## config.mk

```make
export PLATFORM = sky130hd
export DESIGN_NAME = audio_clock_generation
export DESIGN_NICKNAME = d
export VERILOG_FILES = /design/src/rtl/audio_clock_pkg.sv /design/src/rtl/audio_clock_generation.sv
export SDC_FILE = /design/constraint.sdc
export NUM_CORES = 1
export LEC_CHECK = 0
export BUFFER_PORTS_ARGS = -buffer_cell sky130_fd_sc_hd__buf_2
export CORE_ASPECT_RATIO = 1.4
export CORE_MARGIN = 5
export CORE_UTILIZATION = 59
export CTS_BUF_LIST = sky130_fd_sc_hd__clkbuf_8 sky130_fd_sc_hd__clkbuf_16
export DETAILED_ROUTE_END_ITERATION = 6
export PLACE_DENSITY_LB_ADDON = 0.08
export REMOVE_ABC_BUFFERS = 1
export SKIP_LAST_GASP = 1
export SYNTH_ARGS = -nofsm -noshare
export SYNTH_HDL_FRONTEND = slang
export SYNTH_SLANG_ARGS = --single-unit
```

## constraint.sdc

```tcl
create_clock -name i_ref_clk -period 11.2 [get_ports i_ref_clk]
set_input_delay 1.12 -clock i_ref_clk [delete_from_list [all_inputs] [get_ports i_ref_clk]]
set_output_delay 1.12 -clock i_ref_clk [all_outputs]
set_load 0.05 [all_outputs]
```

## src/rtl/audio_clock_pkg.sv

```systemverilog
// constants and types shared by the audio clock generation block
//
// What this block does
// RL1: The block makes a converter master clock tick train at 256 times the reference rate.
// RL2: The master clock pin goes through the integer divider or the loop, bit clock or aux pin two may stand in.
// RL3: With the loop off the reference rate is the divider source over 128 times Q, Q from 2 to 17.
// RL4: Bits 7 and 6 of the clock source register pick master clock, bit clock or aux pin two for the divider.
// RL5: Software avoids odd Q with a half-step rate ratio and keeps the reference rate near 39 to 53 kHz.
// RL6: With the loop on the reference rate is source times K times R over 2048 times P, P 1..8, R 1..16.
// RL7: The multiplier K is an integer part 1..63 plus a fraction of four decimal digits 0000..9999.
// RL8: Bits 5 and 4 of the clock source register pick the loop source.
// RL9: With no fraction, software keeps source over P at 2..20 MHz, loop output at 80..110 MHz, J at 4..55.
// RL10: With a fraction, software keeps source over P at 10..20 MHz, output at 80..110 MHz, J 4..11, R one.
// RL11: With output select zero and the loop on, aux pin one carries source times 2KR over M times N times P.
// RL12: With output select one, aux pin one carries the divider source times 2 over M times N, M 1/2/4/8, N 2..17.
// RL13: With the converters powered down the loop still drives aux pin one from aux pin two.
// RL14: The system supplies a master clock and sets up the clocks whenever a converter runs.
// RL15: The sample rate is the reference rate, or twice it, over a ratio from 1 to 6 in half steps; codes above 10 are flagged only with the loop off.
// RL16: The fraction is binary ten-thousandths and values above 9999 are an invalid setting.
// RL17: New divider or loop settings take hold only when the clock path is enabled again.
`default_nettype none
package audio_clock_pkg;
   localparam logic [7:0]  CLOCK_SOURCE_SELECT_OFFSET = 8'h66;
   localparam logic [7:0]  CLOCK_SOURCE_SELECT_RESET  = 8'h00;
   localparam int          DIV_SRC_LSB                = 6;
   localparam int          LOOP_SRC_LSB               = 4;
   localparam int          ACC_W                      = 28;
   localparam logic [27:0] FRAC_SCALE                 = 28'h0002710; // 10000
   localparam logic [13:0] FRAC_MAX                   = 14'h270f;    // 9999
   localparam logic [27:0] LOOP_EDGE_DIV              = 28'h0000010; // 2048/256*2 edges
   localparam logic [4:0]  Q_MIN                      = 5'h02;
   localparam logic [4:0]  Q_MAX                      = 5'h11;
   localparam logic [3:0]  P_MAX                      = 4'h8;
   localparam logic [4:0]  R_MAX                      = 5'h10;
   localparam logic [4:0]  N_MIN                      = 5'h02;
   localparam logic [4:0]  N_MAX                      = 5'h11;
   localparam logic [3:0]  RATIO_CODE_MAX             = 4'ha;        // ratio 6
   localparam logic [7:0]  MASTER_PER_FSREF_M1        = 8'hff;       // 256 ticks
   localparam logic [10:0] TICKS_PER_HALF_STEP        = 11'h080;     // 128
   localparam logic [27:0] AUX_EDGE_MUL               = 28'h0000002;

   typedef enum logic [1:0] {
      SRC_MCLK    = 2'h0,
      SRC_BCLK    = 2'h1,
      SRC_AUX_TWO = 2'h2
   } clk_src_t;
endpackage : audio_clock_pkg
`default_nettype wire

```

## src/rtl/audio_clock_generation.sv

```systemverilog
// audio clock generation: divider, fractional loop model and aux clock output
`timescale 1ns/10ps
`default_nettype none
module audio_clock_generation (
   input  wire logic        i_ref_clk,
   input  wire logic        i_arst_n,
   input  wire logic        i_mclk,
   input  wire logic        i_bclk,
   input  wire logic        i_aux_pin_two,
   input  wire logic        i_src_sel_wr,
   input  wire logic [7:0]  i_src_sel_data,
   input  wire logic        i_clk_path_en,
   input  wire logic        i_converter_pwr,
   input  wire logic        i_pll_en,
   input  wire logic        i_clockout_source_select,
   input  wire logic [4:0]  i_q,
   input  wire logic [3:0]  i_p,
   input  wire logic [4:0]  i_r,
   input  wire logic [5:0]  i_j,
   input  wire logic [13:0] i_d,
   input  wire logic [3:0]  i_m,
   input  wire logic [4:0]  i_n,
   input  wire logic [3:0]  i_dac_rate_ratio,
   input  wire logic        i_double_rate,
   output logic [7:0]       o_clock_source_select,
   output logic             o_master_tick,
   output logic             o_fsref_tick,
   output logic             o_dac_sample_tick,
   output logic             o_aux_pin_one,
   output logic             o_cfg_error
);
   localparam int W = audio_clock_pkg::ACC_W;

   // ----------------------------------------
   // helpers
   // ----------------------------------------
   // one accumulator step; the top bit of the result is the output pulse.
   // pulses are limited to one per reference cycle, the surplus stays as
   // credit until the accumulator saturates at all ones, so a faster source is rate limited and surplus past that is lost
   function automatic logic [W:0] nco_step(input logic [W-1:0] acc,
                                           input logic [W-1:0] inc,
                                           input logic [W-1:0] thr,
                                           input logic         edge_in);
      logic [W:0] sum;
      logic [W:0] rest;
      sum  = {1'b0, acc} + (edge_in ? {1'b0, inc} : {(W+1){1'b0}});
      rest = (sum >= {1'b0, thr}) ? sum - {1'b0, thr} : sum;
      if (rest[W])
         rest = {1'b0, {W{1'b1}}};
      return {(sum >= {1'b0, thr}), rest[W-1:0]};
   endfunction : nco_step

   function automatic logic pick_edge(input logic [1:0] sel,
                                      input logic [2:0] edges);
      unique case (sel)
         audio_clock_pkg::SRC_MCLK : pick_edge = edges[0];
         audio_clock_pkg::SRC_BCLK : pick_edge = edges[1];
         default                   : pick_edge = edges[2];
      endcase
   endfunction : pick_edge

   // ----------------------------------------
   // pin synchronisers and edge detect
   // ----------------------------------------
   logic [2:0] pin_meta;
   logic [2:0] pin_sync;
   logic [2:0] pin_last;
   logic [2:0] pin_edge;

   always_ff @(posedge i_ref_clk or negedge i_arst_n) begin
      if (!i_arst_n) begin
         pin_meta <= 3'h0;
         pin_sync <= 3'h0;
         pin_last <= 3'h0;
      end else begin
         pin_meta <= {i_aux_pin_two, i_bclk, i_mclk};
         pin_sync <= pin_meta;
         pin_last <= pin_sync;
      end
   end

   // both edges count, so a source period gives two steps
   assign pin_edge = pin_sync ^ pin_last;

   // ----------------------------------------
   // clock source register
   // ----------------------------------------
   always_ff @(posedge i_ref_clk or negedge i_arst_n) begin
      if (!i_arst_n)
         o_clock_source_select <= audio_clock_pkg::CLOCK_SOURCE_SELECT_RESET;
      else if (i_src_sel_wr)
         o_clock_source_select <= i_src_sel_data; // RL4 RL8
   end

   // ----------------------------------------
   // settings in force
   // ----------------------------------------
   // copies follow the inputs only while the path is off, so a change
   // never cuts a tick period short
   logic [1:0]  div_src;
   logic [1:0]  loop_src;
   logic        pll_on;
   logic        mux_sel;
   logic [4:0]  q;
   logic [3:0]  p;
   logic [4:0]  r;
   logic [5:0]  j;
   logic [13:0] d;
   logic [3:0]  m;
   logic [4:0]  n;
   logic [3:0]  ratio;
   logic        dbl;

   always_ff @(posedge i_ref_clk or negedge i_arst_n) begin
      if (!i_arst_n) begin
         div_src  <= 2'h0;
         loop_src <= 2'h0;
         pll_on   <= 1'b0;
         mux_sel  <= 1'b0;
         q        <= audio_clock_pkg::Q_MIN;
         p        <= 4'h1;
         r        <= 5'h01;
         j        <= 6'h01;
         d        <= 14'h0000;
         m        <= 4'h1;
         n        <= audio_clock_pkg::N_MIN;
         ratio    <= 4'h0;
         dbl      <= 1'b0;
      end else if (!i_clk_path_en) begin // RL17
         div_src  <= o_clock_source_select[audio_clock_pkg::DIV_SRC_LSB +: 2];
         loop_src <= o_clock_source_select[audio_clock_pkg::LOOP_SRC_LSB +: 2];
         pll_on   <= i_pll_en;
         mux_sel  <= i_clockout_source_select;
         q        <= i_q;
         p        <= i_p;
         r        <= i_r;
         j        <= i_j;
         d        <= i_d;
         m        <= i_m;
         n        <= i_n;
         ratio    <= i_dac_rate_ratio;
         dbl      <= i_double_rate;
      end
   end

   // ----------------------------------------
   // setting checks
   // ----------------------------------------
   logic loop_bad;
   logic div_bad;
   logic out_bad;
   logic cfg_bad;

   assign loop_bad = (j == 6'h00) || (d > audio_clock_pkg::FRAC_MAX) // RL7 RL16
                   || (p == 4'h0) || (p > audio_clock_pkg::P_MAX)
                   || (r == 5'h00) || (r > audio_clock_pkg::R_MAX);   // RL6
   assign div_bad  = (q < audio_clock_pkg::Q_MIN) || (q > audio_clock_pkg::Q_MAX) // RL3
                   || (q[0] && ratio[0])                                         // RL5
                   || (ratio > audio_clock_pkg::RATIO_CODE_MAX);
   assign out_bad  = !(m == 4'h1 || m == 4'h2 || m == 4'h4 || m == 4'h8)        // RL12
                   || (n < audio_clock_pkg::N_MIN) || (n > audio_clock_pkg::N_MAX);
   assign cfg_bad  = (pll_on ? loop_bad : div_bad) || (mux_sel ? out_bad
                   : (pll_on && out_bad));

   logic path_on;
   logic conv_on;

   always_ff @(posedge i_ref_clk or negedge i_arst_n) begin
      if (!i_arst_n) begin
         path_on     <= 1'b0;
         conv_on     <= 1'b0;
         o_cfg_error <= 1'b0;
      end else begin
         path_on     <= i_clk_path_en && !cfg_bad; // RL17
         conv_on     <= i_converter_pwr;
         o_cfg_error <= cfg_bad;                   // RL16
      end
   end

   // ----------------------------------------
   // master clock accumulator
   // ----------------------------------------
   logic [W-1:0] k_scaled;
   logic [W-1:0] kr;
   logic [W-1:0] m_inc;
   logic [W-1:0] m_thr;
   logic         m_edge;
   logic [W:0]   next_master;
   logic [W-1:0] master_acc;
   logic         master_run;

   assign k_scaled    = W'(j) * audio_clock_pkg::FRAC_SCALE + W'(d); // RL7
   assign kr          = k_scaled * W'(r);
   // loop: K*R/(16*P) ticks per source edge, divider: one tick per Q edges
   assign m_inc       = pll_on ? kr : W'(1);                               // RL2
   assign m_thr       = pll_on ? audio_clock_pkg::LOOP_EDGE_DIV * W'(p)
                                 * audio_clock_pkg::FRAC_SCALE             // RL6
                               : W'(q);                                    // RL3
   assign m_edge      = pick_edge(pll_on ? loop_src : div_src, pin_edge); // RL4 RL8
   assign master_run  = path_on && conv_on;
   assign next_master = nco_step(master_acc, m_inc, m_thr, m_edge);

   always_ff @(posedge i_ref_clk or negedge i_arst_n) begin
      if (!i_arst_n) begin
         master_acc    <= '0;
         o_master_tick <= 1'b0;
      end else if (!master_run) begin // RL17
         master_acc    <= '0;
         o_master_tick <= 1'b0;
      end else begin
         master_acc    <= next_master[W-1:0];
         o_master_tick <= next_master[W]; // RL1
      end
   end

   // ----------------------------------------
   // reference rate and sample rate
   // ----------------------------------------
   logic [7:0]  fs_cnt;
   logic [10:0] smp_cnt;
   logic [10:0] smp_period;

   // ratio code c means (c+2)/2, so 128*(c+2) master ticks, half in double rate
   assign smp_period = (audio_clock_pkg::TICKS_PER_HALF_STEP * (11'(ratio) + 11'h002))
                       >> dbl;

   always_ff @(posedge i_ref_clk or negedge i_arst_n) begin
      if (!i_arst_n) begin
         fs_cnt       <= 8'h00;
         o_fsref_tick <= 1'b0;
      end else if (!master_run) begin
         fs_cnt       <= 8'h00;
         o_fsref_tick <= 1'b0;
      end else begin
         o_fsref_tick <= o_master_tick && fs_cnt == audio_clock_pkg::MASTER_PER_FSREF_M1;
         if (o_master_tick)
            fs_cnt <= fs_cnt + 8'h01; // RL1
      end
   end

   always_ff @(posedge i_ref_clk or negedge i_arst_n) begin
      if (!i_arst_n) begin
         smp_cnt           <= 11'h000;
         o_dac_sample_tick <= 1'b0;
      end else if (!master_run) begin
         smp_cnt           <= 11'h000;
         o_dac_sample_tick <= 1'b0;
      end else begin
         o_dac_sample_tick <= o_master_tick && smp_cnt == smp_period - 11'h001; // RL15
         if (o_master_tick)
            smp_cnt <= (smp_cnt == smp_period - 11'h001) ? 11'h000 : smp_cnt + 11'h001;
      end
   end

   // ----------------------------------------
   // aux pin one clock output
   // ----------------------------------------
   // two toggles per output period; not gated by converter power
   logic [W-1:0] mn;
   logic [W-1:0] a_inc;
   logic [W-1:0] a_thr;
   logic         a_edge;
   logic         aux_run;
   logic [W:0]   next_aux;
   logic [W-1:0] aux_acc;

   assign mn       = W'(m) * W'(n);
   assign a_inc    = mux_sel ? audio_clock_pkg::AUX_EDGE_MUL                // RL12
                             : audio_clock_pkg::AUX_EDGE_MUL * kr;          // RL11
   assign a_thr    = mux_sel ? mn : mn * W'(p) * audio_clock_pkg::FRAC_SCALE;
   assign a_edge   = pick_edge(mux_sel ? div_src : loop_src, pin_edge);
   assign aux_run  = path_on && (mux_sel || pll_on); // RL13
   assign next_aux = nco_step(aux_acc, a_inc, a_thr, a_edge);

   always_ff @(posedge i_ref_clk or negedge i_arst_n) begin
      if (!i_arst_n) begin
         aux_acc       <= '0;
         o_aux_pin_one <= 1'b0;
      end else if (!aux_run) begin
         aux_acc       <= '0;
         o_aux_pin_one <= 1'b0;
      end else begin
         aux_acc       <= next_aux[W-1:0];
         o_aux_pin_one <= o_aux_pin_one ^ next_aux[W]; // RL11 RL12
      end
   end
endmodule : audio_clock_generation
`default_nettype wire

```

# ---- Word-level counts from Yosys, hierarchy flattened
# Index checks and enable logic that the tools add are counted.
dict set report classes {
  addsub 9
  multipliers 6
  order_cmp 10
  eq_ne 9
  shift 1
  muxes 27
  bitwise 2
  n_reduce_logical 29
}
# operator n
set ops {}
lappend ops {{two-way mux 28 bit} 4}
lappend ops {{two-way mux 27 bit} 3}
lappend ops {{two-way mux 29 bit} 2}
lappend ops {{two-way mux 26 bit} 2}
lappend ops {{two-way mux 11 bit} 3}
lappend ops {{adder 28 x 26 -> 29 bit} 1}
lappend ops {{adder 28 x 27 -> 29 bit} 1}
lappend ops {{>= comparator 29 x 22 -> 1 bit} 1}
lappend ops {{>= comparator 29 x 27 -> 1 bit} 1}
lappend ops {{subtractor 29 x 22 -> 29 bit} 1}
lappend ops {{subtractor 29 x 27 -> 29 bit} 1}
lappend ops {{multiplier 21 x 5 -> 26 bit} 1}
lappend ops {{multiplier 13 x 10 -> 23 bit, second input constant} 1}
lappend ops {{two-way mux 22 bit} 1}
lappend ops {{adder 20 x 14 -> 21 bit} 1}
lappend ops {{multiplier 6 x 10 -> 16 bit, second input constant} 1}
lappend ops {{two-way mux 8 bit} 2}
lappend ops {{greater-than comparator 5 bit, second input constant} 3}
lappend ops {{logical OR 1 bit} 15}
lappend ops {{greater-than comparator 14 bit, second input constant} 1}
lappend ops {{multiplier 4 x 10 -> 14 bit, second input constant} 1}
lappend ops {{multiplier 9 x 4 -> 13 bit} 1}
lappend ops {{adder 11 x 1 -> 11 bit, second input constant} 1}
lappend ops {{== test 11 bit} 1}
lappend ops {{25 further kinds} 43}
dict set report word_totals {
  ff_bits 153
  wordCells 121
}

# ---- Longest topological paths before layout
# Gate-level depths: netlist of the first run.
dict set report depth {
  depth_word 12
  mapped_depth 52
  depth_no_buf 50
}

# ---- Least setup slack after synthesis of the first run
# No wires, ideal clock.
dict set report synth_path {
  kind {register to register}
  from {register m[3]}
  to {register aux_acc[22]}
  arrival_ps 10761
  slack_ps 345
  stages_incl_launch_ff 50
  path_buffers 2
  period_less_slack_ps 10855
  cell_sequence {dfrtp_1 > clkbuf_1 > and2_1 > fa_1 > inv_1 > fa_1 > inv_1 > ha_1 > a21o_1 > a21oi_1 > xnor2_1 > and2_1 > fa_1 > inv_1 > fa_1 > inv_1 > ha_1 > inv_1 > (+14 left out) > ha_1 > inv_1 > o311ai_1 > and3_1 > o21ai_0 > nor2b_1 > xnor2_1 > nand2b_1 > ha_1 > a21o_1 > a21oi_1 > o21a_1 > o21ba_2 > or2_2 > a211o_1 > a41o_1 > buf_2 > a221oi_2}
}
dict set report synth_between {
  elab_chain_cells 8
}
# item line_no
set synth_lines {}
lappend synth_lines {{from (decl)} audio_clock_generation.sv:109} ;# logic [3:0] m;
lappend synth_lines {{from (signal assigned)} audio_clock_generation.sv:139} ;# m <= i_m;
lappend synth_lines {{multiplier 4 x 5 -> 9 bit (*)} audio_clock_generation.sv:267} ;# assign mn = W'(m) * W'(n);
lappend synth_lines {{multiplier 9 x 4 -> 13 bit} audio_clock_generation.sv:270} ;# assign a_thr = mux_sel ? mn : mn * W'(p) * audio_clock_pkg::FRAC_SCALE;
lappend synth_lines {{multiplier 13 x 10 -> 23 bit} audio_clock_generation.sv:270}
lappend synth_lines {{two-way mux 27 bit (*)} audio_clock_generation.sv:270}
lappend synth_lines {{subtractor 29 x 27 -> 29 bit or >= comparator 29 x 27 -> 1 bit (tied branches)} audio_clock_generation.sv:47} ;# rest = (sum >= {1'b0, thr}) ? sum - {1'b0, thr} : sum;
lappend synth_lines {{two-way mux 29 bit (*)} audio_clock_generation.sv:47}
lappend synth_lines {{two-way mux 28 bit (*)} audio_clock_generation.sv:48} ;# if (rest[W])
lappend synth_lines {{two-way mux 28 bit (*)} audio_clock_generation.sv:279} ;# end else if (!aux_run) begin
lappend synth_lines {{to (signal assigned)} audio_clock_generation.sv:283} ;# aux_acc <= next_aux[W-1:0];
lappend synth_lines {{to (decl)} audio_clock_generation.sv:265} ;# logic [W-1:0] aux_acc;
# Mark *: on every way between the ends. The rest lies on a longest branch, timed or not.
# A chain may end at the register's enable or synchronous reset.

# ---- Worst setup path in the final report of the first run
dict set report layout_path {
  from {register n[2]}
  to {register aux_acc[19]}
}
dict set report layout_between {
  elab_chain_cells 8
}
# item line_no
set layout_lines {}
lappend layout_lines {{from (decl)} audio_clock_generation.sv:110} ;# logic [4:0] n;
lappend layout_lines {{from (signal assigned)} audio_clock_generation.sv:126} ;# n <= audio_clock_pkg::N_MIN;
lappend layout_lines {{from (signal assigned)} audio_clock_generation.sv:140} ;# n <= i_n;
lappend layout_lines {{multiplier 4 x 5 -> 9 bit (*)} audio_clock_generation.sv:267}
lappend layout_lines {{multiplier 9 x 4 -> 13 bit} audio_clock_generation.sv:270}
lappend layout_lines {{multiplier 13 x 10 -> 23 bit} audio_clock_generation.sv:270}
lappend layout_lines {{two-way mux 27 bit (*)} audio_clock_generation.sv:270}
lappend layout_lines {{subtractor 29 x 27 -> 29 bit or >= comparator 29 x 27 -> 1 bit (tied branches)} audio_clock_generation.sv:47}
lappend layout_lines {{two-way mux 29 bit (*)} audio_clock_generation.sv:47}
lappend layout_lines {{two-way mux 28 bit (*)} audio_clock_generation.sv:48}
lappend layout_lines {{two-way mux 28 bit (*)} audio_clock_generation.sv:279}
# Marks and branches as above.

==> results of run 1 <==
==> metrics by stage <==
step	TNS, ns	area [µm²]	cells	setup slack, ns	utilization
2_1_floorplan	-13.66	20260	2277	-0.6455	-
3_3_place_gp	0	21870	2887	0.1639	0.6310
3_5_place_dp	-0.4411	21870	2887	-0.07887	0.6310
4_1_cts	0	22540	2922	0.01040	0.6504
5_1_grt	-2.667	23150	2938	-0.1238	0.6679
6_report	0	23150	2938	0.2920	0.6679
==> Yosys cell counts (all sizes together), types with 17 or more instances <==
master | number | area (µm²)
a21o | 52 | 391.6
nor3 | 33 | 165.2
buf | 18 | 110.1
fa | 118 | 2362
nor2b | 42 | 262.8
xor2 | 75 | 664.4
a21oi | 141 | 713.2
o21ai | 106 | 609.3
nand3 | 53 | 270.3
xnor2 | 101 | 884.6
ha | 279 | 3491
dfrtp | 147 | 3679
o211ai | 17 | 137.6
o21bai | 27 | 202.7
inv | 249 | 934.7
mux2 | 64 | 720.7
and2 | 82 | 513.0
mux2i | 26 | 260.3
nor2 | 182 | 695.7
and3 | 22 | 137.6
clkbuf | 55 | 207.7
o21a | 30 | 232.7
nand2b | 47 | 294.0
nand2 | 154 | 578.1
a31oi | 17 | 106.4
==> metal layers <==
| metal | vias up | wire length, µm |
|---|---|---|
| met5 | - | 0 |
| met4 | 0 | 2424 |
| met3 | 123 | 1224 |
| met2 | 299 | 28600 |
| met1 | 8311 | 18650 |
| li1 | 8368 | - |
==> area by class of cell <==
type | instances | area (µm²) | share of cell area
well taps | 456 | 570.5 | 0.02464
multi-input cells | 1875 | 16010 | 0.6917
clock buffers | 18 | 439.2 | 0.01897
repair buffers | 173 | 1227 | 0.05302
flip-flops and latches | 153 | 3837 | 0.1658
inverters | 249 | 934.6 | 0.04037
clock inverters | 14 | 127.6 | 0.005513
==> state kept, by name, indices dropped and copies added, names as in the netlist, 5 cells and up <==
signal,flops
aux_acc,28
master_acc,28
d,14
smp_cnt,11
fs_cnt,8
o_clock_source_select,8
j,6
n,5
q,5
r,5
==> cell families (layout without fill, tap and decap cells) <==
group,Yosys count,in the layout
simple gates,686,686
compound gates,521,521
fa+ha+maj,397,397
buf+inv,322,454
xor+xnor,176,176
flops,153,153
mux,90,90
other cells,2,5
==> final timing paths <==
check,cells after the start,from,endpoint
worst max-delay path,47,n[2],aux_acc[19]
worst min-delay path,0,pin_meta[2],pin_sync[2]
worst max register to register,47,n[2],aux_acc[19]
worst min register to register,0,pin_meta[2],pin_sync[2]
max in group asynchronous,2,i_arst_n,m[3]
min in group asynchronous,1,i_arst_n,fs_cnt[3]
==> what timing repair did <==
action                     in CTS  in global routing
setup buffers                   2                 15
setup endpoints to repair      26                 51
pin swaps                       3                 33
resized for setup              11                 82
gates cloned                    1                  2
==> reports/results.tsv, run 1 <==
metric	value	unit
cp-end-kind	flip-flop	
numPortBuffers	78	
grt.total_usage	0.2597	
grt_pass1_vias	17893	
antenna_found_initial	0	
yosysSeqAreaShare	0.1865	
hold_class	reg -> reg	
period_needed	10.91	ns
grt_first_pass_wirelength	83390	µm
die-area	38750	µm²
cts_max_path_buffers	2	
cpPeakStageDelay	0.53	ns
via_per_inst	5.821	
via_count	17101	
worst-path-max-fanout	5	
rsz0062_at_grt	true	
status	completed	
fin_hold_ws	0.3541	ns
synth.cell_area	20570	µm²
clock-sinks	153	
finalHoldViolCount	0	
drv_slew	0	
first_iter_violations	806	
dr.pass1.iters	6	
yosys_warnings	0	
drive_gt1_frac	0.1676	
totalWireLength	50900	µm
finClkSkew	0.01550	ns
initial_core_util	0.5934	
worst-r2r-setup-slack	0.29	ns
worst_slew_margin_rel	0.3440	
syn_area_per_cell	8.764	µm²
synth_compound_area_frac	0.1774	
synth_edf_count	0	
die_height	230.9	µm
maxCapViolCount	0	
wire_per_inst	17.33	µm
ioPinCount	79	
critical_path_class	reg -> reg	
cts_tree	done	
cts_hold_buf	0	
fp.coreArea	34660	µm²
synthMuxAreaShare	0.04769	
crit_family	adder cells	
synth-xor-area-share	0.07531	
fillCellCount	2924	
tightestPinTransition	0.9816	ns
synthSimpleGateAreaFrac	0.1673	
final_common_cell	ha_1	
grtUsageMet2	0.5152	
layout_common_cells	269 x ha_1, 247 x inv_1, 177 x nor2_1	
synthCells	2347	
gp_congestion	0.9243	
cts_root_buffer	clkbuf_16	
ant_nets	0	
synth-adder-area-share	0.2846	
areaGrowthSynthToFinish	12.56	%
clk_latency	0.45	ns
path_clk_slew	0.07	ns
synth_seq_cells	153	
use_met1	0.2691	
cts.htree.levels	4	
setup_viol	0	
gr-total-overflow	0	
finalNetCount	2932	
path_buf_inv	8	
num_rows	81	
critPathLaunchType	flip-flop	
finalCritPeriodShare	0.9739	
die_w	167.8	µm
crit_slowest_cell	fa_1	
synth.distinct_cells	96	
async_reset_ff_frac	1.000	
synthFlopType	dfrtp_1	
synth_top_family_by_area	adder cells	
hpwl	40920	µm
grt.busiest_layer	met2	
drcViolationCount	0	
antenna_cells	0	
crit_arrival	11.26	ns
cts_buffers	17	
required	11.55	ns
max_freq	0.09168	GHz
grt_max_degree	99	
gr-usage-met3	0.02724	
Power of run 1 is not shown: default switching activity piles up to over one toggle a cycle in this logic, so the estimate is an artifact.
==> inputs of run 2 (changes only) <==
- GPL_TIMING_DRIVEN: default -> 0
- TNS_END_PERCENT: default -> 5
==> reports/results.tsv, run 2 (same netlist as run 1, synthesis figures left out) <==
metric	value	unit	change
path_common_cell	fa_1		
via_count	17039		-0.36%
final_common_cell	ha_1		
worst-path-max-fanout	8		+3
cts_root_buffer	clkbuf_16		
hpwl	38760	µm	-5.3%
initial_core_util	0.5934		unchanged
fillCellCount	2866		-2.0%
gr-total-overflow	0		unchanged
drv_slew	0		unchanged
holdCritStartpoint	pin_meta[2]		
die-area	38750	µm²	unchanged
critPathLaunchType	flip-flop		
ioPinCount	79		unchanged
grt_max_degree	79		-20%
maxCapViolCount	0		unchanged
dp_slack	-1.470	ns	-1.391 ns
clk_latency	0.46	ns	about the same
finClkSkew	0.01607	ns	+0.0005715 ns
ant_nets	0		unchanged
tightestPinTransition	1.319	ns	+0.3376 ns
layout_common_cells	261 x ha_1, 237 x inv_1, 173 x nor2_1		
finalNetCount	2904		-0.95%
setup_viol	0		unchanged
totalWireLength	50480	µm	-0.82%
dr.pass1.iters	5		-1
cts_max_path_buffers	2		unchanged
cts_tree	done		
num_rows	81		unchanged
max_freq	0.09131	GHz	-0.40%
die_height	230.9	µm	unchanged
crit_path_start	m[2]		
wire_per_inst	17.35	µm	+0.13%
drive_gt1_frac	0.1785		+0.01088
grt.total_usage	0.2550		-0.004670
critical_path_class	reg -> reg		
areaGrowthSynthToFinish	13.39	%	
antenna_cells	0		unchanged
drcViolationCount	0		unchanged
crit_slowest_cell	fa_2		
finalHoldViolCount	0		unchanged
numPortBuffers	78		unchanged
gp_congestion	0.9383		+1.5%
cp-end-kind	flip-flop		
finalCritPeriodShare	0.9778		+0.003880
grt_first_pass_wirelength	81520	µm	-2.2%
required	11.54	ns	about the same
path_clk_slew	0.08	ns	about the same
crit_arrival	11.29	ns	+0.03 ns
hold_class	reg -> reg		
cts.htree.levels	4		unchanged
worst_slew_margin_rel	0.1205		-0.2235
clock-sinks	153		unchanged
cts_buffers	17		unchanged
crit_family	adder cells		
first_iter_violations	833		+3.3%
via_per_inst	5.855		+0.60%
multi_input_area	16310	µm²	+1.9%
path_buf_inv	9		+1
status	completed		
antenna_found_initial	0		unchanged
largest_registers	aux_acc x28, master_acc x28, d x14		
fp.coreArea	34660	µm²	unchanged
grt_pass1_vias	17350		-3.0%
rsz0062_at_grt	true		
timing.rr.start	m[2]		
cpPeakStageDelay	0.57	ns	+0.04 ns
die_w	167.8	µm	unchanged
layout_setup_ws	0.2486	ns	-0.04346 ns
seqCellArea	3842	µm²	+0.13%
period_needed	10.95	ns	+0.04346 ns
-- run 2: path summary, 6_finish.rpt --
| check | endpoint | slack, ns | cells after the start |
|---|---|---|---|
| max in group asynchronous | p[0] | 9.65 | 2 |
| worst max-delay path | aux_acc[2] | 0.25 | 44 |
| worst min-delay path | pin_sync[2] | 0.35 | 0 |
| worst max register to register | aux_acc[2] | 0.25 | 44 |
| min in group asynchronous | r[3] | 0.66 | 1 |
| worst min register to register | pin_sync[2] | 0.35 | 0 |
-- run 2: metrics by stage --
stage | area, µm² | instances | hold slack, ns | util | setup TNS, ns
after global placement | 21220 | 2811 | 0.3360 | 0.6123 | -76.71
final | 23320 | 2910 | 0.3540 | 0.6729 | 0
after CTS | 22540 | 2877 | 0.3552 | 0.6503 | -0.1982
after global routing | 23320 | 2910 | 0.3662 | 0.6729 | -3.247
after detailed placement | 21330 | 2817 | 0.3355 | 0.6153 | -57.18
after floorplan | 20260 | 2277 | 0.3312 | - | -13.66
-- run 2: cell type report --
cell class / count / area share
Inverter: 249 / 0.04007
Sequential cell: 153 / 0.1647
Multi-Input combinational cell: 1879 / 0.6994
Clock inverter: 14 / 0.007028
Tap cell: 456 / 0.02446
Timing Repair Buffer: 141 / 0.04544
Clock buffer: 18 / 0.01883
-- run 2: what timing repair did --
| action | in CTS | in global routing |
|---|---|---|
| pin swaps | 20 | 56 |
| gates resized for setup | 64 | 97 |
| hold buffers | 0 | 0 |
| cloned | 2 | 3 |
| setup endpoints to repair | 57 | 58 |
| buffers inserted | 26 | 29 |
-- run 2: layer usage --
layer	routed length, µm	track usage	vias to the layer above
li1	-	-	8322
met4	2363	0.1043	0
met5	0	0	-
met2	28290	0.5107	273
met1	18770	0.2671	8335
met3	1066	0.02347	109
-- run 2: worst register-to-register path, delay by kind of cell, from the launching register on --
family	cells	cell delay, ns
buffers and inverters	9	0.75
xor gates and xnor gates	2	0.26
DFF	1	0.45
adders and majority gates	13	5.50
and+or+nand+nor	6	1.06
AOI/OAI and AO/OA	13	2.62
muxes	1	0.21
Power of run 2 is left out for the same reason.
==> inputs of run 3 (changes only) <==
- CORE_UTILIZATION: 59 -> 50
==> reports/results.tsv, run 3 (same netlist as run 1, synthesis figures left out) <==
metric	value	unit	change
die_height	250.0	µm	+8.3%
finalHoldViolCount	0		unchanged
cts_root_buffer	clkbuf_16		
cts_tree	done		
r2r_cells	42		-4.5%
endpoint	master_acc[7]		
critical_path_class	reg -> reg		
final_core_util	0.5705		-0.1024
setup_viol	0		unchanged
die_w	181.4	µm	+8.1%
wire_per_inst	17.11	µm	-1.4%
timing.rr.start	j[0]		
clock-sinks	153		unchanged
cts.htree.levels	4		unchanged
cpPeakStageDelay	0.57	ns	about the same
rsz0062_at_grt	true		
holdCritStartpoint	pin_meta[2]		
clk_latency	0.47	ns	about the same
cp-end-kind	flip-flop		
dr.pass1.iters	5		unchanged
cts_buffers	17		unchanged
worst-r2r-setup-slack	0.38	ns	+0.13 ns
cts_max_path_buffers	2		unchanged
antenna_found_initial	0		unchanged
seqCellArea	3844	µm²	about the same
max_freq	0.09243	GHz	+1.2%
areaGrowthSynthToFinish	13.61	%	
hpwl	39880	µm	+2.9%
die-area	45350	µm²	+17%
finalNetCount	2902		-0.069%
status	completed		
grt_max_degree	111		+41%
required	11.60	ns	+0.06 ns
largest_registers	aux_acc x28, master_acc x28, d x14		
initial_core_util	0.5022		-0.09125
gr-total-overflow	0		unchanged
drive_gt1_frac	0.1746		-0.003933
drcViolationCount	0		unchanged
fillCellCount	3689		+29%
first_iter_violations	615		-26%
num_rows	88		+8.6%
path_clk_slew	0.08	ns	about the same
grt_pass1_vias	17384		+0.20%
drv_slew	0		unchanged
critPathLaunchType	flip-flop		
crit_path_start	j[0]		
hold_class	reg -> reg		
grt_first_pass_wirelength	83010	µm	+1.8%
maxCapViolCount	0		unchanged
crit_arrival	11.22	ns	-0.07 ns
final_common_cell	ha_1		
ioPinCount	79		unchanged
via_count	16949		-0.53%
worst_r2r_endpoint	master_acc[7]		
ant_nets	0		unchanged
antenna_cells	0		unchanged
finClkSkew	0.01290	ns	-0.003175 ns
fp.coreArea	40960	µm²	+18%
crit_slowest_cell	dfstp_2		
via_per_inst	5.665		-3.3%
period_needed	10.82	ns	-0.1319 ns
totalWireLength	51200	µm	+1.4%
tightestPinTransition	1.321	ns	+0.001993 ns
numPortBuffers	78		unchanged
gp_congestion	0.9224		-1.7%
path_common_cell	fa_1		
multi_input_area	16300	µm²	about the same
worst-path-max-fanout	11		+3
finalCritPeriodShare	0.9660		-0.01178
worst_slew_margin_rel	0.09641		-0.02411
layout_common_cells	261 x ha_1, 242 x inv_1, 173 x nor2_1		
cts_hold_buf	0		unchanged
grt.total_usage	0.2223		-0.03270
[run 3: metrics by stage]
| stage | worst slack, ns | cells | setup TNS (ns) | hold WS (ns) | area, µm² |
|---|---|---|---|---|---|
| after CTS | -0.03482 | 2960 | -0.3459 | 0.3530 | 22680 |
| after global placement | -2.117 | 2895 | -82.19 | 0.3396 | 21330 |
| after global routing | -0.09996 | 2992 | -2.375 | 0.3655 | 23370 |
| after floorplan | -0.6455 | 2277 | -13.66 | 0.3312 | 20260 |
| final | 0.3805 | 2992 | 0 | 0.3499 | 23370 |
| after detailed placement | -1.342 | 2901 | -56.90 | 0.3347 | 21440 |
[run 3: layer usage]
| layer | share of wire | vias up | global-route usage |
|---|---|---|---|
| met3 | 0.020 | 109 | 0.02362 |
| met4 | 0.055 | 0 | 0.1189 |
| met2 | 0.55 | 244 | 0.4344 |
| met5 | 0 | - | 0 |
| met1 | 0.38 | 8294 | 0.2281 |
| li1 | - | 8302 | - |
[run 3: critical path, delay by kind of cell (launching register included)]
kind,cells,cell delay (ns)
flip-flops,1,0.57
XOR/XNOR,4,0.90
AO/OA/AOI/OAI,4,0.68
AND/OR/NAND/NOR,16,3.36
adder cells (fa/ha/maj),11,4.54
buffers and inverters,7,0.65
[run 3: area by class of cell]
| type | instances | area share |
|---|---|---|
| Inverter | 249 | 0.04000 |
| Tap cell | 540 | 0.02891 |
| Sequential cell | 153 | 0.1645 |
| Timing Repair Buffer | 140 | 0.04337 |
| Clock buffer | 17 | 0.01820 |
| Clock inverter | 15 | 0.007335 |
| Multi-Input combinational cell | 1878 | 0.6977 |
[run 3: how the worst min path moves through the flow]
| stage | cells past startpoint | end | slack [ns] |
|---|---|---|---|
| final | 0 | pin_sync[2] | 0.35 |
| after global routing | 0 | pin_sync[2] | 0.37 |
| after global placement | 0 | pin_sync[2] | 0.34 |
| after CTS | 0 | pin_sync[1] | 0.35 |
| after floorplan | 0 | pin_sync[0] | 0.33 |
| after detailed placement | 0 | pin_sync[1] | 0.33 |
[run 3: repair_timing]
item                                    in CTS  in global routing
cloned                                       3                  1
pin swaps                                   18                 47
hold endpoints to repair                     0                  0
resized for setup                           72                 73
endpoints found under the setup margin      58                 57
setup buffers                               24                 31
Power of run 3 is left out for the same reason.
